### config.mk
export PLATFORM = sky130hd
export DESIGN_NAME = ccf_flag_word
export DESIGN_NICKNAME = d
export VERILOG_FILES = /design/src/ccf_pkg.sv /design/src/ccf_branch_eval.sv /design/src/ccf_flag_word.sv
export SDC_FILE = /design/constraint.sdc
export NUM_CORES = 1
export LEC_CHECK = 0
export ABC_AREA = 1
export BUFFER_PORTS_ARGS = -buffer_cell sky130_fd_sc_hd__buf_2
export CAP_MARGIN = 20
export CELL_PAD_IN_SITES_DETAIL_PLACEMENT = 1
export CELL_PAD_IN_SITES_GLOBAL_PLACEMENT = 1
export CORE_MARGIN = 2
export CORE_UTILIZATION = 25
export CTS_CLUSTER_SIZE = 40
export DETAILED_ROUTE_END_ITERATION = 8
export PLACE_DENSITY_LB_ADDON = 0.1
export SLEW_MARGIN = 10
export SYNTH_ARGS = -nofsm -noshare
export SYNTH_HDL_FRONTEND = slang
export SYNTH_SLANG_ARGS = --single-unit
### constraint.sdc
create_clock -name core_clk -period 1 [get_ports core_clk]
set_input_delay 0.1 -clock core_clk [delete_from_list [all_inputs] [get_ports core_clk]]
set_output_delay 0.1 -clock core_clk [all_outputs]
set_load 0.05 [all_outputs]
### src/ccf_pkg.sv
// Package of constants and types for the processor flag word block.
package ccf_pkg;

  // ****************************************************************
  // Flag word layout
  // ****************************************************************
  localparam int unsigned FLAG_WIDTH   = 8;
  localparam int unsigned BIT_WRAP     = 0;
  localparam int unsigned BIT_ZERO     = 1;
  localparam int unsigned BIT_SIGN     = 2;
  localparam int unsigned BIT_PRIO_LO  = 3;
  localparam int unsigned BIT_NIB      = 4;
  localparam int unsigned BIT_PRIO_HI  = 5;
  localparam logic [7:0]  FLAG_WORD_RST = 8'hE8;
  localparam logic [7:0]  FLAG_WR_MASK  = 8'h3F;

  // ****************************************************************
  // Priority encodings (upper:lower)
  // ****************************************************************
  localparam logic [1:0] PRIO_LVL0 = 2'h2;
  localparam logic [1:0] PRIO_LVL1 = 2'h1;
  localparam logic [1:0] PRIO_LVL2 = 2'h0;
  localparam logic [1:0] PRIO_LVL3 = 2'h3;

  // ****************************************************************
  // Operations and branch conditions
  // ****************************************************************
  typedef enum logic [3:0] {
    CCF_OP_NONE,
    CCF_OP_ADD,
    CCF_OP_ADC,
    CCF_OP_SUB,
    CCF_OP_LOGIC,
    CCF_OP_SHIFT,
    CCF_OP_BTJ,
    CCF_OP_SET_WRAP,
    CCF_OP_CLR_WRAP,
    CCF_OP_POP,
    CCF_OP_MAIN_LVL,
    CCF_OP_MASK_ALL,
    CCF_OP_IRQ_RET,
    CCF_OP_HALT,
    CCF_OP_WAIT_IRQ,
    CCF_OP_IRQ_ENTRY
  } ccf_op_e;

  typedef enum logic [3:0] {
    CCF_BR_NIB_OVF,
    CCF_BR_NO_NIB_OVF,
    CCF_BR_MINUS,
    CCF_BR_PLUS,
    CCF_BR_EQUAL,
    CCF_BR_NOT_EQUAL,
    CCF_BR_WRAP,
    CCF_BR_NO_WRAP,
    CCF_BR_LVL3,
    CCF_BR_NOT_LVL3
  } ccf_br_e;

endpackage

### src/ccf_branch_eval.sv
// Branch condition evaluator reading the flag word.
`timescale 1ns/10ps
module ccf_branch_eval
  import ccf_pkg::*;
(
  // Flag word and selected condition
  input  wire logic [7:0] flag_word,
  input  wire ccf_br_e    br_sel,
  // Decision
  output logic            br_taken
);

  always_comb begin
    br_taken = 1'b0;
    unique case (br_sel)
      CCF_BR_NIB_OVF:    br_taken = flag_word[BIT_NIB];    // [RQ4]
      CCF_BR_NO_NIB_OVF: br_taken = !flag_word[BIT_NIB];   // [RQ4]
      CCF_BR_MINUS:      br_taken = flag_word[BIT_SIGN];   // [RQ6]
      CCF_BR_PLUS:       br_taken = !flag_word[BIT_SIGN];  // [RQ6]
      CCF_BR_EQUAL:      br_taken = flag_word[BIT_ZERO];   // [RQ8]
      CCF_BR_NOT_EQUAL:  br_taken = !flag_word[BIT_ZERO];  // [RQ8]
      CCF_BR_WRAP:       br_taken = flag_word[BIT_WRAP];   // [RQ10]
      CCF_BR_NO_WRAP:    br_taken = !flag_word[BIT_WRAP];  // [RQ10]
      CCF_BR_LVL3:       br_taken = {flag_word[BIT_PRIO_HI], flag_word[BIT_PRIO_LO]} == PRIO_LVL3;
      CCF_BR_NOT_LVL3:   br_taken = {flag_word[BIT_PRIO_HI], flag_word[BIT_PRIO_LO]} != PRIO_LVL3;
      default:           br_taken = 1'b0;
    endcase
  end

endmodule

### src/ccf_flag_word.sv
// Processor flag word: result flags, software priority and branch decisions.
`timescale 1ns/10ps
// What this block does
// [RQ1] Eight-bit word, priority plus four flags
// [RQ2] Push reads word, pop overwrites writable bits
// [RQ3] Add carries bit 3 into nibble flag
// [RQ4] Nibble flag branches on set or clear
// [RQ5] Sign flag copies result bit 7
// [RQ6] Minus and plus branches test sign
// [RQ7] Zero flag set on zero result
// [RQ8] Equal and not-equal branches test zero
// [RQ9] Wrap flag follows arithmetic overflow or underflow
// [RQ10] Wrap set, clear and branch instructions
// [RQ11] Bit-test, shift, rotate update wrap flag
// [RQ12] Priority bits at positions five and three
// [RQ13] Encodings 10,01,00,11; level three masks
// [RQ14] Interrupt entry loads priority from registers
// [RQ15] Priority-changing instructions rewrite priority bits
// [RQ16] Reset leaves priority at level three
module ccf_flag_word
  import ccf_pkg::*;
#(
  parameter int unsigned DATA_WIDTH = FLAG_WIDTH
) (
  // Clock and reset
  input  wire logic            core_clk,
  input  wire logic            rst,
  // Operation from the sequencer and ALU
  input  wire logic            op_valid,
  input  wire ccf_op_e         op_code,
  input  wire logic [7:0]      alu_result,
  input  wire logic            alu_carry_out,
  input  wire logic            alu_nib_carry,
  input  wire logic            bit_test_value,
  // Stack pop data and priority from the soft_priority_regs
  input  wire logic [7:0]      pop_data,
  input  wire logic [1:0]      irq_prio_level,
  // Branch request
  input  wire ccf_br_e         br_sel,
  // Flag word state and branch decision
  output logic [7:0]           flag_word,
  output logic                 br_taken,
  output logic                 irq_masked
);

  // ****************************************************************
  // Parameter and constant checks
  // ****************************************************************
  // The flag positions are placed by hand in the package, so a slip there
  // would make two flags share a bit without any other symptom.
  localparam logic [7:0] LAYOUT_MASK = (8'h01 << BIT_WRAP) | (8'h01 << BIT_ZERO) | (8'h01 << BIT_SIGN) |
                                       (8'h01 << BIT_PRIO_LO) | (8'h01 << BIT_NIB) | (8'h01 << BIT_PRIO_HI);

  if (DATA_WIDTH != FLAG_WIDTH) begin : g_bad_width
    $error("ccf_flag_word supports only an eight-bit flag word");
  end

  if ($countones(LAYOUT_MASK) != 6) begin : g_bad_layout
    $error("ccf_flag_word needs six distinct flag positions");
  end

  // A pop must be able to rewrite every defined bit and nothing else.
  if (LAYOUT_MASK != FLAG_WR_MASK) begin : g_bad_mask
    $error("ccf_flag_word writable mask must match the flag layout");
  end

  // Interrupts must stay masked until software lowers the priority.
  if ({FLAG_WORD_RST[BIT_PRIO_HI], FLAG_WORD_RST[BIT_PRIO_LO]} != PRIO_LVL3) begin : g_bad_rst_prio
    $error("ccf_flag_word must leave reset at priority level three");
  end

  // The two spare bits are never written, so they keep their reset value.
  if ((FLAG_WORD_RST | FLAG_WR_MASK) != 8'hFF) begin : g_bad_rst_spare
    $error("ccf_flag_word spare bits must reset to one");
  end

  // ****************************************************************
  // Flag word state
  // ****************************************************************
  logic [7:0] flag_word_reg;
  logic [7:0] flag_word_next;
  logic       br_taken_reg;
  logic       br_taken_next;
  logic       irq_masked_reg;
  logic       irq_masked_next;

  // ****************************************************************
  // Field helpers
  // ****************************************************************
  // Writes a priority level into its two scattered bit positions.
  function automatic logic [7:0] set_prio(input logic [7:0] w, input logic [1:0] lvl);
    logic [7:0] r;
    r = w;
    r[BIT_PRIO_HI] = lvl[1];  // [RQ12]
    r[BIT_PRIO_LO] = lvl[0];  // [RQ12]
    return r;
  endfunction

  // Sign and zero follow the result byte of every data operation.
  function automatic logic [7:0] set_result(input logic [7:0] w, input logic [7:0] res);
    logic [7:0] r;
    r = w;
    r[BIT_SIGN] = res[7];         // [RQ5]
    r[BIT_ZERO] = (res == 8'h00); // [RQ7]
    return r;
  endfunction

  // Reads the two priority bits back as one upper:lower level code.
  function automatic logic [1:0] prio_of(input logic [7:0] w);
    return {w[BIT_PRIO_HI], w[BIT_PRIO_LO]};  // [RQ12]
  endfunction

  // ****************************************************************
  // Next flag word
  // ****************************************************************
  // Only one operation is applied per edge; the sequencer never asks for
  // two, so there is no precedence between op codes to resolve here.
  always_comb begin
    flag_word_next = flag_word_reg;
    if (op_valid) begin
      unique case (op_code)
        CCF_OP_NONE: begin
          // A bubble from the sequencer leaves every flag as it was.
          flag_word_next = flag_word_reg;
        end
        CCF_OP_ADD, CCF_OP_ADC: begin
          flag_word_next           = set_result(flag_word_reg, alu_result);
          flag_word_next[BIT_NIB]  = alu_nib_carry;  // [RQ3]
          flag_word_next[BIT_WRAP] = alu_carry_out;  // [RQ9]
        end
        CCF_OP_SUB: begin
          // The nibble flag only has meaning for adds, so a subtract keeps it.
          flag_word_next           = set_result(flag_word_reg, alu_result);
          flag_word_next[BIT_WRAP] = alu_carry_out;  // [RQ9]
        end
        CCF_OP_LOGIC: begin
          // Logical results have no carry, so the wrap flag is kept.
          flag_word_next = set_result(flag_word_reg, alu_result);
        end
        CCF_OP_SHIFT: begin
          flag_word_next           = set_result(flag_word_reg, alu_result);
          flag_word_next[BIT_WRAP] = alu_carry_out;  // [RQ11]
        end
        CCF_OP_BTJ: begin
          // The tested bit lands in the wrap flag; nothing else moves.
          flag_word_next[BIT_WRAP] = bit_test_value;  // [RQ11]
        end
        CCF_OP_SET_WRAP: begin
          flag_word_next[BIT_WRAP] = 1'b1;  // [RQ10]
        end
        CCF_OP_CLR_WRAP: begin
          flag_word_next[BIT_WRAP] = 1'b0;  // [RQ10]
        end
        CCF_OP_POP, CCF_OP_IRQ_RET: begin
          // Bits 7:6 always read as one, so only the low six are written.
          flag_word_next = (flag_word_reg & ~FLAG_WR_MASK) | (pop_data & FLAG_WR_MASK);  // [RQ2] [RQ15]
        end
        CCF_OP_MAIN_LVL, CCF_OP_HALT, CCF_OP_WAIT_IRQ: begin
          flag_word_next = set_prio(flag_word_reg, PRIO_LVL0);  // [RQ15] [RQ13]
        end
        CCF_OP_MASK_ALL: begin
          flag_word_next = set_prio(flag_word_reg, PRIO_LVL3);  // [RQ15] [RQ13]
        end
        CCF_OP_IRQ_ENTRY: begin
          flag_word_next = set_prio(flag_word_reg, irq_prio_level);  // [RQ14]
        end
      endcase
    end
  end

  // ****************************************************************
  // Branch decision
  // ****************************************************************
  // The branch decision looks at the registered word, so a branch in the
  // same cycle as an update sees the value before that update. Taking the
  // next value instead would save a cycle but would put the whole update
  // path in front of the branch logic.
  ccf_branch_eval u_branch_eval (
    .flag_word (flag_word_reg),
    .br_sel    (br_sel),
    .br_taken  (br_taken_next)
  );

  always_ff @(posedge core_clk or posedge rst) begin
    if (rst) begin
      br_taken_reg <= 1'b0;
    end else begin
      br_taken_reg <= br_taken_next;
    end
  end

  // ****************************************************************
  // Interrupt mask
  // ****************************************************************
  // The mask is taken from the next word, so it always agrees with the
  // registered priority bits in the same cycle.
  always_comb begin
    irq_masked_next = (prio_of(flag_word_next) == PRIO_LVL3);  // [RQ13]
  end

  always_ff @(posedge core_clk or posedge rst) begin
    if (rst) begin
      irq_masked_reg <= 1'b1;  // [RQ16]
    end else begin
      irq_masked_reg <= irq_masked_next;
    end
  end

  // ****************************************************************
  // Flag word register
  // ****************************************************************
  always_ff @(posedge core_clk or posedge rst) begin
    if (rst) begin
      flag_word_reg <= FLAG_WORD_RST;  // [RQ16]
    end else begin
      flag_word_reg <= flag_word_next;  // [RQ1]
    end
  end

  // ****************************************************************
  // Outputs
  // ****************************************************************
  assign flag_word  = flag_word_reg;
  assign br_taken   = br_taken_reg;
  assign irq_masked = irq_masked_reg;

endmodule

---- Word-level counts from Yosys, hierarchy flattened ----
Index checks and enable logic that the tools add are counted.
word-level totals
  flip-flop bits (word level) ............. 10
  bits of input ports ..................... 32
  output and inout bits ................... 10
  logic and storage cells ................. 64
cells by class
  eq/ne operators ......................... 27
  multiplexer cells ....................... 4
  bitwise gates (word level) .............. 7
  reduce and logical (&&, ||, !) cells .... 19
operator list
  operator              count
  $pmux W7 S6           1
  $eq A4 B4 Y1 const B  10
  $eq A4 B3 Y1 const B  8
  $eq A4 B2 Y1 const B  4
  $pmux W1 S10          1
  $eq A4 B1 Y1 const B  2
  $logic_not A4 Y1      2
  $logic_not A8 Y1      1
  $or A8 B6 Y8          1
  $reduce_and A7 Y1     1
  $reduce_or A7 Y1      1
  $mux W6               1
  $not A1 Y1            6
  $reduce_and A6 Y1     1
  $reduce_or A3 Y1      2
  $pmux W1 S5           1
  $reduce_and A5 Y1     1
  $eq A2 B2 Y1 const B  2
  $logic_not A1 Y1      4
  $reduce_or A2 Y1      2
  $reduce_or A4 Y1      1
  $reduce_bool A3 Y1    1
  $ne A2 B2 Y1 const B  1
  $reduce_and A2 Y1     1
  $reduce_bool A2 Y1    1

---- Longest topological paths before layout ----
Gate-level depths: netlist (run 1).
  depth in word-level cells ............... 5
  mapped depth ............................ 10
  gate-level depth less buffers ........... 10

---- By module ----
From an unflattened synthesis (run 1), not the netlist that was laid out.
second synthesis, totals
  cells, all modules ...................... 137
  area total of the unflattened synthesis .. 840.8 sq um
by module, submodules not included
  module           times used  cells an instance  area each (sq um)  seq. area each (sq um)
  ccf_flag_word    1           102                673.1              256.5
  ccf_branch_eval  1           35                 167.7              0.0

---- Worst setup path after synthesis (run 1) ----
No wires, ideal clock.
  path kind ............................... register to register
  start point ............................. reg flag_word_reg[0] (netlist: flag_word[0])
  end point ............................... reg br_taken_reg (netlist: br_taken)
  setup time .............................. 64 ps
  arrival time ............................ 1229 ps
  data required time ...................... 936 ps
  setup slack ............................. -293 ps
  stages on the path, launching flop included .. 7
  path buffers ............................ 0
  period minus slack after synthesis ...... 1293 ps
  cell sequence ........................... dfrtp_1 -> inv_1 -> nand2_1 -> o21ai_0 -> and2_1 -> nor3_1 -> o21a_1
on the way
  word-level cells in the longest chain between the ends .. 2
RTL lines
  element                   line                   text
  start: declaration        ccf_flag_word.sv:80    logic [7:0] flag_word_reg;
  start signal: assignment  ccf_flag_word.sv:216   flag_word_reg <= flag_word_next;
  $logic_not A1 Y1          ccf_branch_eval.sv:23  CCF_BR_NO_WRAP: br_taken = !flag_word[BIT_WRAP];
  $pmux W1 S10 *            ccf_branch_eval.sv:15  unique case (br_sel)
  via br_taken_next         ccf_flag_word.sv:83    logic br_taken_next;
  end signal: assignment    ccf_flag_word.sv:188   br_taken_reg <= br_taken_next;
  end: declaration          ccf_flag_word.sv:82    logic br_taken_reg;
Mark *: on every way through the listed nets, which the timed path passes. The rest lies on a longest branch.
A chain may end at the register's enable or synchronous reset.

---- Worst setup path after layout (run 1) ----
  start point ............................. reg flag_word_reg[3] (netlist: flag_word[3])
  end point ............................... out flag_word[3]
RTL lines
  element           line                 text
  end: declaration  ccf_flag_word.sv:41  output logic [7:0] flag_word,
No word-level cell between the ends.

==> impl_metrics.csv, run 1 <==
group,metric,value,unit
yosys,syn_area_per_cell,6.34,µm²
status,status,"complete, but fails checks",
die,die_w,58.2,µm
yosys,syn-instance-count,116,
clock_tree,cts_root_buf,"clkbuf_4",
clock_tree,clk_path_buf_depth,2,
yosys,synthArstFlopShare,100,%
hold_path,worstHoldPathCells,3,
setup_path,required,0.90,ns
place,dp_cells,199,
yosys,yosys.area.top_type,"dfstp_2",
setup_path,r2r_cells,6,
final_layout,finish.instance_area,1260,µm²
detailed_routing,viasPerCell,4.62,
clock_tree,cts_made_buffers,3,
place,numPortBuffers,39,
detailed_routing,vias,960,
final_layout,drive_above_1_share,50.3,%
setup_path,cp_slowest_cell,"dfstp_2",
place,place_congestion,0.835,
hold_path,hp-start,"br_sel[1]",
status,violations,"setup timing",
die,dieArea,3390,µm²
global_route,grt_pass1_vias,997,
global_route,grt_max_degree,11,
timing,rsz0062_at_grt,"yes",
timing,skew,0.00836,ns
yosys,synth_seq_cells,10,
clock_tree,clkTransAtPathRegs,0.07,ns
yosys,synth_seq_area_share,34.9,%
setup_path,worstPathCellList,"buf_8",
place,place_area,1080,µm²
place,preCtsSetupSlack,-0.0657,ns
die,ioPinCount,42,
global_route,grt_overflow_total,0,
global_route,grt_usage,15.7,%
yosys,syn-cell-area,736,µm²
job,maxCapViolCount,0,
final_layout,n_antenna_cell,0,
setup_path,r2r_slack,-0.03,ns
yosys,syn-num-nets,148,
timing,finalCritPeriodShare,110,%
detailed_routing,drt_iter0_drc,21,
final_layout,finalNonFillerCells,208,
setup_path,start_kind,"flip-flop",
final_layout,final_cell_mix,"buf_2, nand2_1, buf_4",
final_layout,syn_to_final_growth,70.9,%
final_layout,post-route-util,45.2,%
setup_path,cp_max_fo,4,
die,design.core.area,2780,µm²
setup_path,crit_buf_inv,1,
timing,holdWs,0.139,ns
yosys,ys.flop_type,"dfstp_2",
yosys,yosysWarnings,0,
detailed_routing,wl_per_cell,11.7,µm
pwr,power_density,1170,nW/µm²
pwr,p_leak,0.671,nW
timing,hold_viol,0,
die,start_util,26.5,%
final_layout,fillCellCount,374,
timing,slew_headroom,75.5,%
detailed_routing,drtPass1Iterations,4,
detailed_routing,drt_wl_total,2430,µm
timing,drv_slew,0,
final_layout,final_common_cell,"buf_2",
setup_path,rr_startpoint,"flag_word[0]",
timing,worst_pin_slew,0.368,ns
timing,setup_ws,-0.0983,ns
detailed_routing,drt_drc_violations_left,0,
place,dp_hpwl,1990,µm
detailed_routing,antenna_left,0,
die,die_h,58.2,µm
setup_path,cp_top_family,"flip-flops",
global_route,antenna_found_initial,0,
hold_path,min_to,"br_taken",
timing,setup_violations,10,
die,row_count,19,
final_layout,nets,210,
setup_path,arrival,1.00,ns
hold_path,min_path_type,"in2reg",
setup_path,end_kind,"output port",
pwr,peakVddDrop,0.000739,V
yosys,synth_top_area_share,17.9,%
yosys,synth_edf_count,0,
clock_tree,worstSkewPairLatency,0.26,ns
setup_path,worst-setup-path-type,"reg2out",
final_layout,largest_reg_flops,8,
clock_tree,htree_levels,1,
timing,min_period,1.10,ns
global_route,grt_pass1_wl,4170,µm
yosys,synth_area_leaders,"dfstp_2, dfrtp_1, nand2_1, nand3_1, inv_1",
setup_path,reg2reg_to,"br_taken",
timing,fmax,910,MHz
clock_tree,cts_tree,"built",
yosys,ys_types,22,
clock_tree,clock-sinks,10,
setup_path,cpPeakStageDelay,0.59,ns
per-stage QoR:
step / total power, mW / TNS [ns]
3_3_place_gp: 1.04 / -0.111
2_1_floorplan: 0.824 / -0.129
3_5_place_dp: 1.05 / -0.320
4_1_cts: 1.48 / -0.551
5_1_grt: 1.57 / -0.888
6_report: 1.48 / -0.521
area by class of cell:
class                   count  area, µm²  area share, %
flip-flops and latches     10        262           20.8
multi-input cells          86        424           33.7
clock buffers               4       26.3           2.09
inverters                  18       67.6           5.37
repair buffers             59        439           34.9
well taps                  31       38.8           3.08
where the power goes:
part	switching [mW]	internal, mW	total, mW
clock	0.133	0.154	0.287
sequential	0.0468	0.464	0.511
combinational	0.375	0.303	0.678
worst max-delay path by stage:
stage	startpoint	to	slack (ns)	depth (start not counted)
floorplan	flag_word[0]	br_taken	-0.13	6
global placement	op_code[2]	flag_word[2]	-0.04	9
detailed placement	op_code[2]	flag_word[2]	-0.07	9
CTS	flag_word[3]	flag_word[3]	-0.09	1
global route	flag_word[5]	flag_word[5]	-0.12	1
finish	flag_word[3]	flag_word[3]	-0.1	1
cell usage after synthesis, drive strengths merged (2+ instances only):
master	instances
nor2	14
nand2	36
a21oi	3
o21ai	10
nand3	13
inv	17
clkbuf	2
dfrtp	5
dfstp	5
a31oi	2
nand4	3
o211ai	2
per-layer routing:
| metal | vias to the layer above | share of wire, % | GRT usage, % |
|---|---|---|---|
| li1 | 494 | - | - |
| met1 | 438 | 43 | 19.6 |
| met2 | 26 | 51 | 28.2 |
| met3 | 2 | 4.1 | 0.670 |
| met4 | 0 | 1.1 | 5.98 |
| met5 | - | 0 | 0 |
worst min-delay path, stage by stage:
cell and delay (ns):
buf_2 0.10, inv_1 0.06, o21a_1 0.12
repair_timing:
action                                  CTS  global route
gates resized for setup                  31             3
gates cloned                              0             0
hold buffers                              1             0
hold endpoints to repair                  5             0
pin swaps                                 4             2
endpoints found under the setup margin    9            10
buffers inserted                          3             1
cell families after synthesis:
group / after synthesis / share of synthesized area, %
buffers and inverters: 20 / 10.2
AOI/OAI and AO/OA: 18 / 14.1
and+or+nand+nor: 68 / 40.8
DFF: 10 / 34.9
Note: power is estimated with default switching activity, not from simulation.
==> run 2, diff against run 1 <==
--- a/config.mk
+++ b/config.mk
@@ -12,9 +12,11 @@
 export CELL_PAD_IN_SITES_GLOBAL_PLACEMENT = 1
 export CORE_MARGIN = 2
 export CORE_UTILIZATION = 25
+export CTS_CLUSTER_DIAMETER = 30
 export CTS_CLUSTER_SIZE = 40
 export DETAILED_ROUTE_END_ITERATION = 8
 export PLACE_DENSITY_LB_ADDON = 0.1
+export SETUP_SLACK_MARGIN = 0.2
 export SLEW_MARGIN = 10
 export SYNTH_ARGS = -nofsm -noshare
 export SYNTH_HDL_FRONTEND = slang
==> run 2 against run 1 <==
The run still ends with setup timing left. Wire length decreased by 5.8%. Register-to-register slack about the same. Clock-buffer cell count unchanged. Sequential share of layout area decreased by 2.1 points. Clock power increased by 25%. Clock skew decreased by 0.0029 ns. Power increased by 12%. Via count decreased by 1.8%. Maximum frequency increased by 1.1%. Cell area increased by 11%. First-iteration DRC count decreased by 9.5%.
==> impl_metrics.csv, run 2 (same netlist as run 1, synthesis figures left out) <==
group,metric,value,unit
final_layout,post-route-util,50.4,%
final_layout,n_antenna_cell,0,
die,die_w,58.2,µm
place,dp_hpwl,1890,µm
setup_path,cp_slowest_cell,"dfstp_2",
final_layout,seqCellArea,262,µm²
die,die_h,58.2,µm
global_route,use_met1,18.3,%
global_route,grt_overflow_total,0,
global_route,antenna_found_initial,0,
global_route,global_route.peak_usage_layer,"met2",
pwr,peakVddDrop,0.000811,V
global_route,grt_usage,15.6,%
detailed_routing,vias,943,
final_layout,largest_reg_flops,8,
final_layout,final_common_cell,"buf_2",
global_route,grt_max_degree,11,
global_route,grt_pass1_vias,1018,
global_route,grt_pass1_wl,4080,µm
setup_path,cpPeakStageDelay,0.58,ns
final_layout,nets,210,
setup_path,crit_buf_inv,1,
die,start_util,26.5,%
final_layout,finish.instance_area,1400,µm²
clock_tree,htree_levels,1,
status,violations,"setup timing",
place,numPortBuffers,39,
clock_tree,cts_tree,"built",
final_layout,drive_above_1_share,62.1,%
detailed_routing,antenna_left,0,
clock_tree,cts_root_buf,"clkbuf_4",
clock_tree,clock-sinks,10,
pwr,power_density,1180,nW/µm²
timing,finalCritPeriodShare,109,%
final_layout,finalNonFillerCells,208,
timing,rsz0062_at_grt,"yes",
setup_path,worstPathCellList,"buf_8",
global_route,grtUsageMet3,1.12,%
clock_tree,clkTransAtPathRegs,0.07,ns
clock_tree,cts_made_buffers,3,
place,dp_cells,196,
detailed_routing,viasPerCell,4.53,
final_layout,fillCellCount,346,
status,status,"complete, but fails checks",
clock_tree,worstSkewPairLatency,0.26,ns
timing,fmax,920,MHz
final_layout,multi_input_area,508,µm²
final_layout,final_cell_mix,"buf_2, nand2_1, nand2_2",
detailed_routing,drtPass1Iterations,2,
pwr,finalPower,1.65,mW
setup_path,arrival,0.99,ns
pwr,p_leak,0.714,nW
die,row_count,19,
timing,hold_viol,0,
setup_path,cp_top_family,"flip-flops",
die,dieArea,3390,µm²
timing,min_period,1.09,ns
timing,drv_slew,0,
timing,skew,0.00544,ns
setup_path,cp_max_fo,4,
clock_tree,clk_path_buf_depth,2,
hold_path,min_path_type,"in2reg",
timing,tns,-0.528,ns
detailed_routing,drt_wl_total,2290,µm
setup_path,start_kind,"flip-flop",
place,preCtsSetupSlack,-0.107,ns
die,design.core.area,2780,µm²
detailed_routing,drt_drc_violations_left,0,
place,place_congestion,0.800,
final_layout,syn_to_final_growth,90.5,%
setup_path,required,0.90,ns
timing,slew_headroom,75.4,%
place,place_area,1090,µm²
timing,holdWs,0.142,ns
die,ioPinCount,42,
timing,setup_violations,10,
global_route,grt_util_met2,28.2,%
detailed_routing,drt_iter0_drc,19,
setup_path,end_kind,"output port",
detailed_routing,wl_per_cell,11.0,µm
timing,setup_ws,-0.0867,ns
timing,worst_pin_slew,0.368,ns
setup_path,worst-setup-path-type,"reg2out",
job,maxCapViolCount,0,
## run 2: where the power goes
| group | leakage [nW] | switching [mW] | total (mW) | internal, mW |
|---|---|---|---|---|
| sequential | 0.111 | 0.0478 | 0.512 | 0.464 |
| clock | 0.0210 | 0.137 | 0.358 | 0.221 |
| combinational | 0.582 | 0.408 | 0.779 | 0.371 |
| total | 0.714 | 0.593 | 1.65 | 1.06 |
## run 2: final timing paths
kind                               start            to  slack, ns  cells past startpoint
setup / recovery            flag_word[3]  flag_word[3]      -0.09                      1
hold / removal             alu_nib_carry  flag_word[4]       0.14                      3
setup reg to reg            flag_word[0]      br_taken      -0.04                      6
hold reg to reg             flag_word[7]  flag_word[7]       0.38                      0
max in group asynchronous            rst    irq_masked       0.34                      3
min in group asynchronous            rst      br_taken       0.35                      3
## run 2: per-layer routing
metal | up-vias | share of wire (%)
li1 | 496 | -
met4 | 0 | 0.83
met1 | 420 | 42
met2 | 23 | 53
met5 | - | 0
met3 | 4 | 3.5
## run 2: area by class of cell
cell class	count	share of cell area, %
multi-input cells	86	36.3
repair buffers	59	34.0
flip-flops and latches	10	18.7
inverters	18	5.71
well taps	31	2.77
clock buffers	4	2.59
## run 2: timing repair
item / CTS / global route
hold buffers: 1 / 0
hold endpoints to repair: 5 / 0
endpoints found under the setup margin: 13 / 18
pin swaps: 3 / 9
setup buffers: 4 / 3
gates resized for setup: 38 / 31
## run 2: tightest hold or removal path, delay by kind of cell
kind	cells	cell delay, ns
AO/OA/AOI/OAI	2	0.19
buffers and inverters	1	0.08
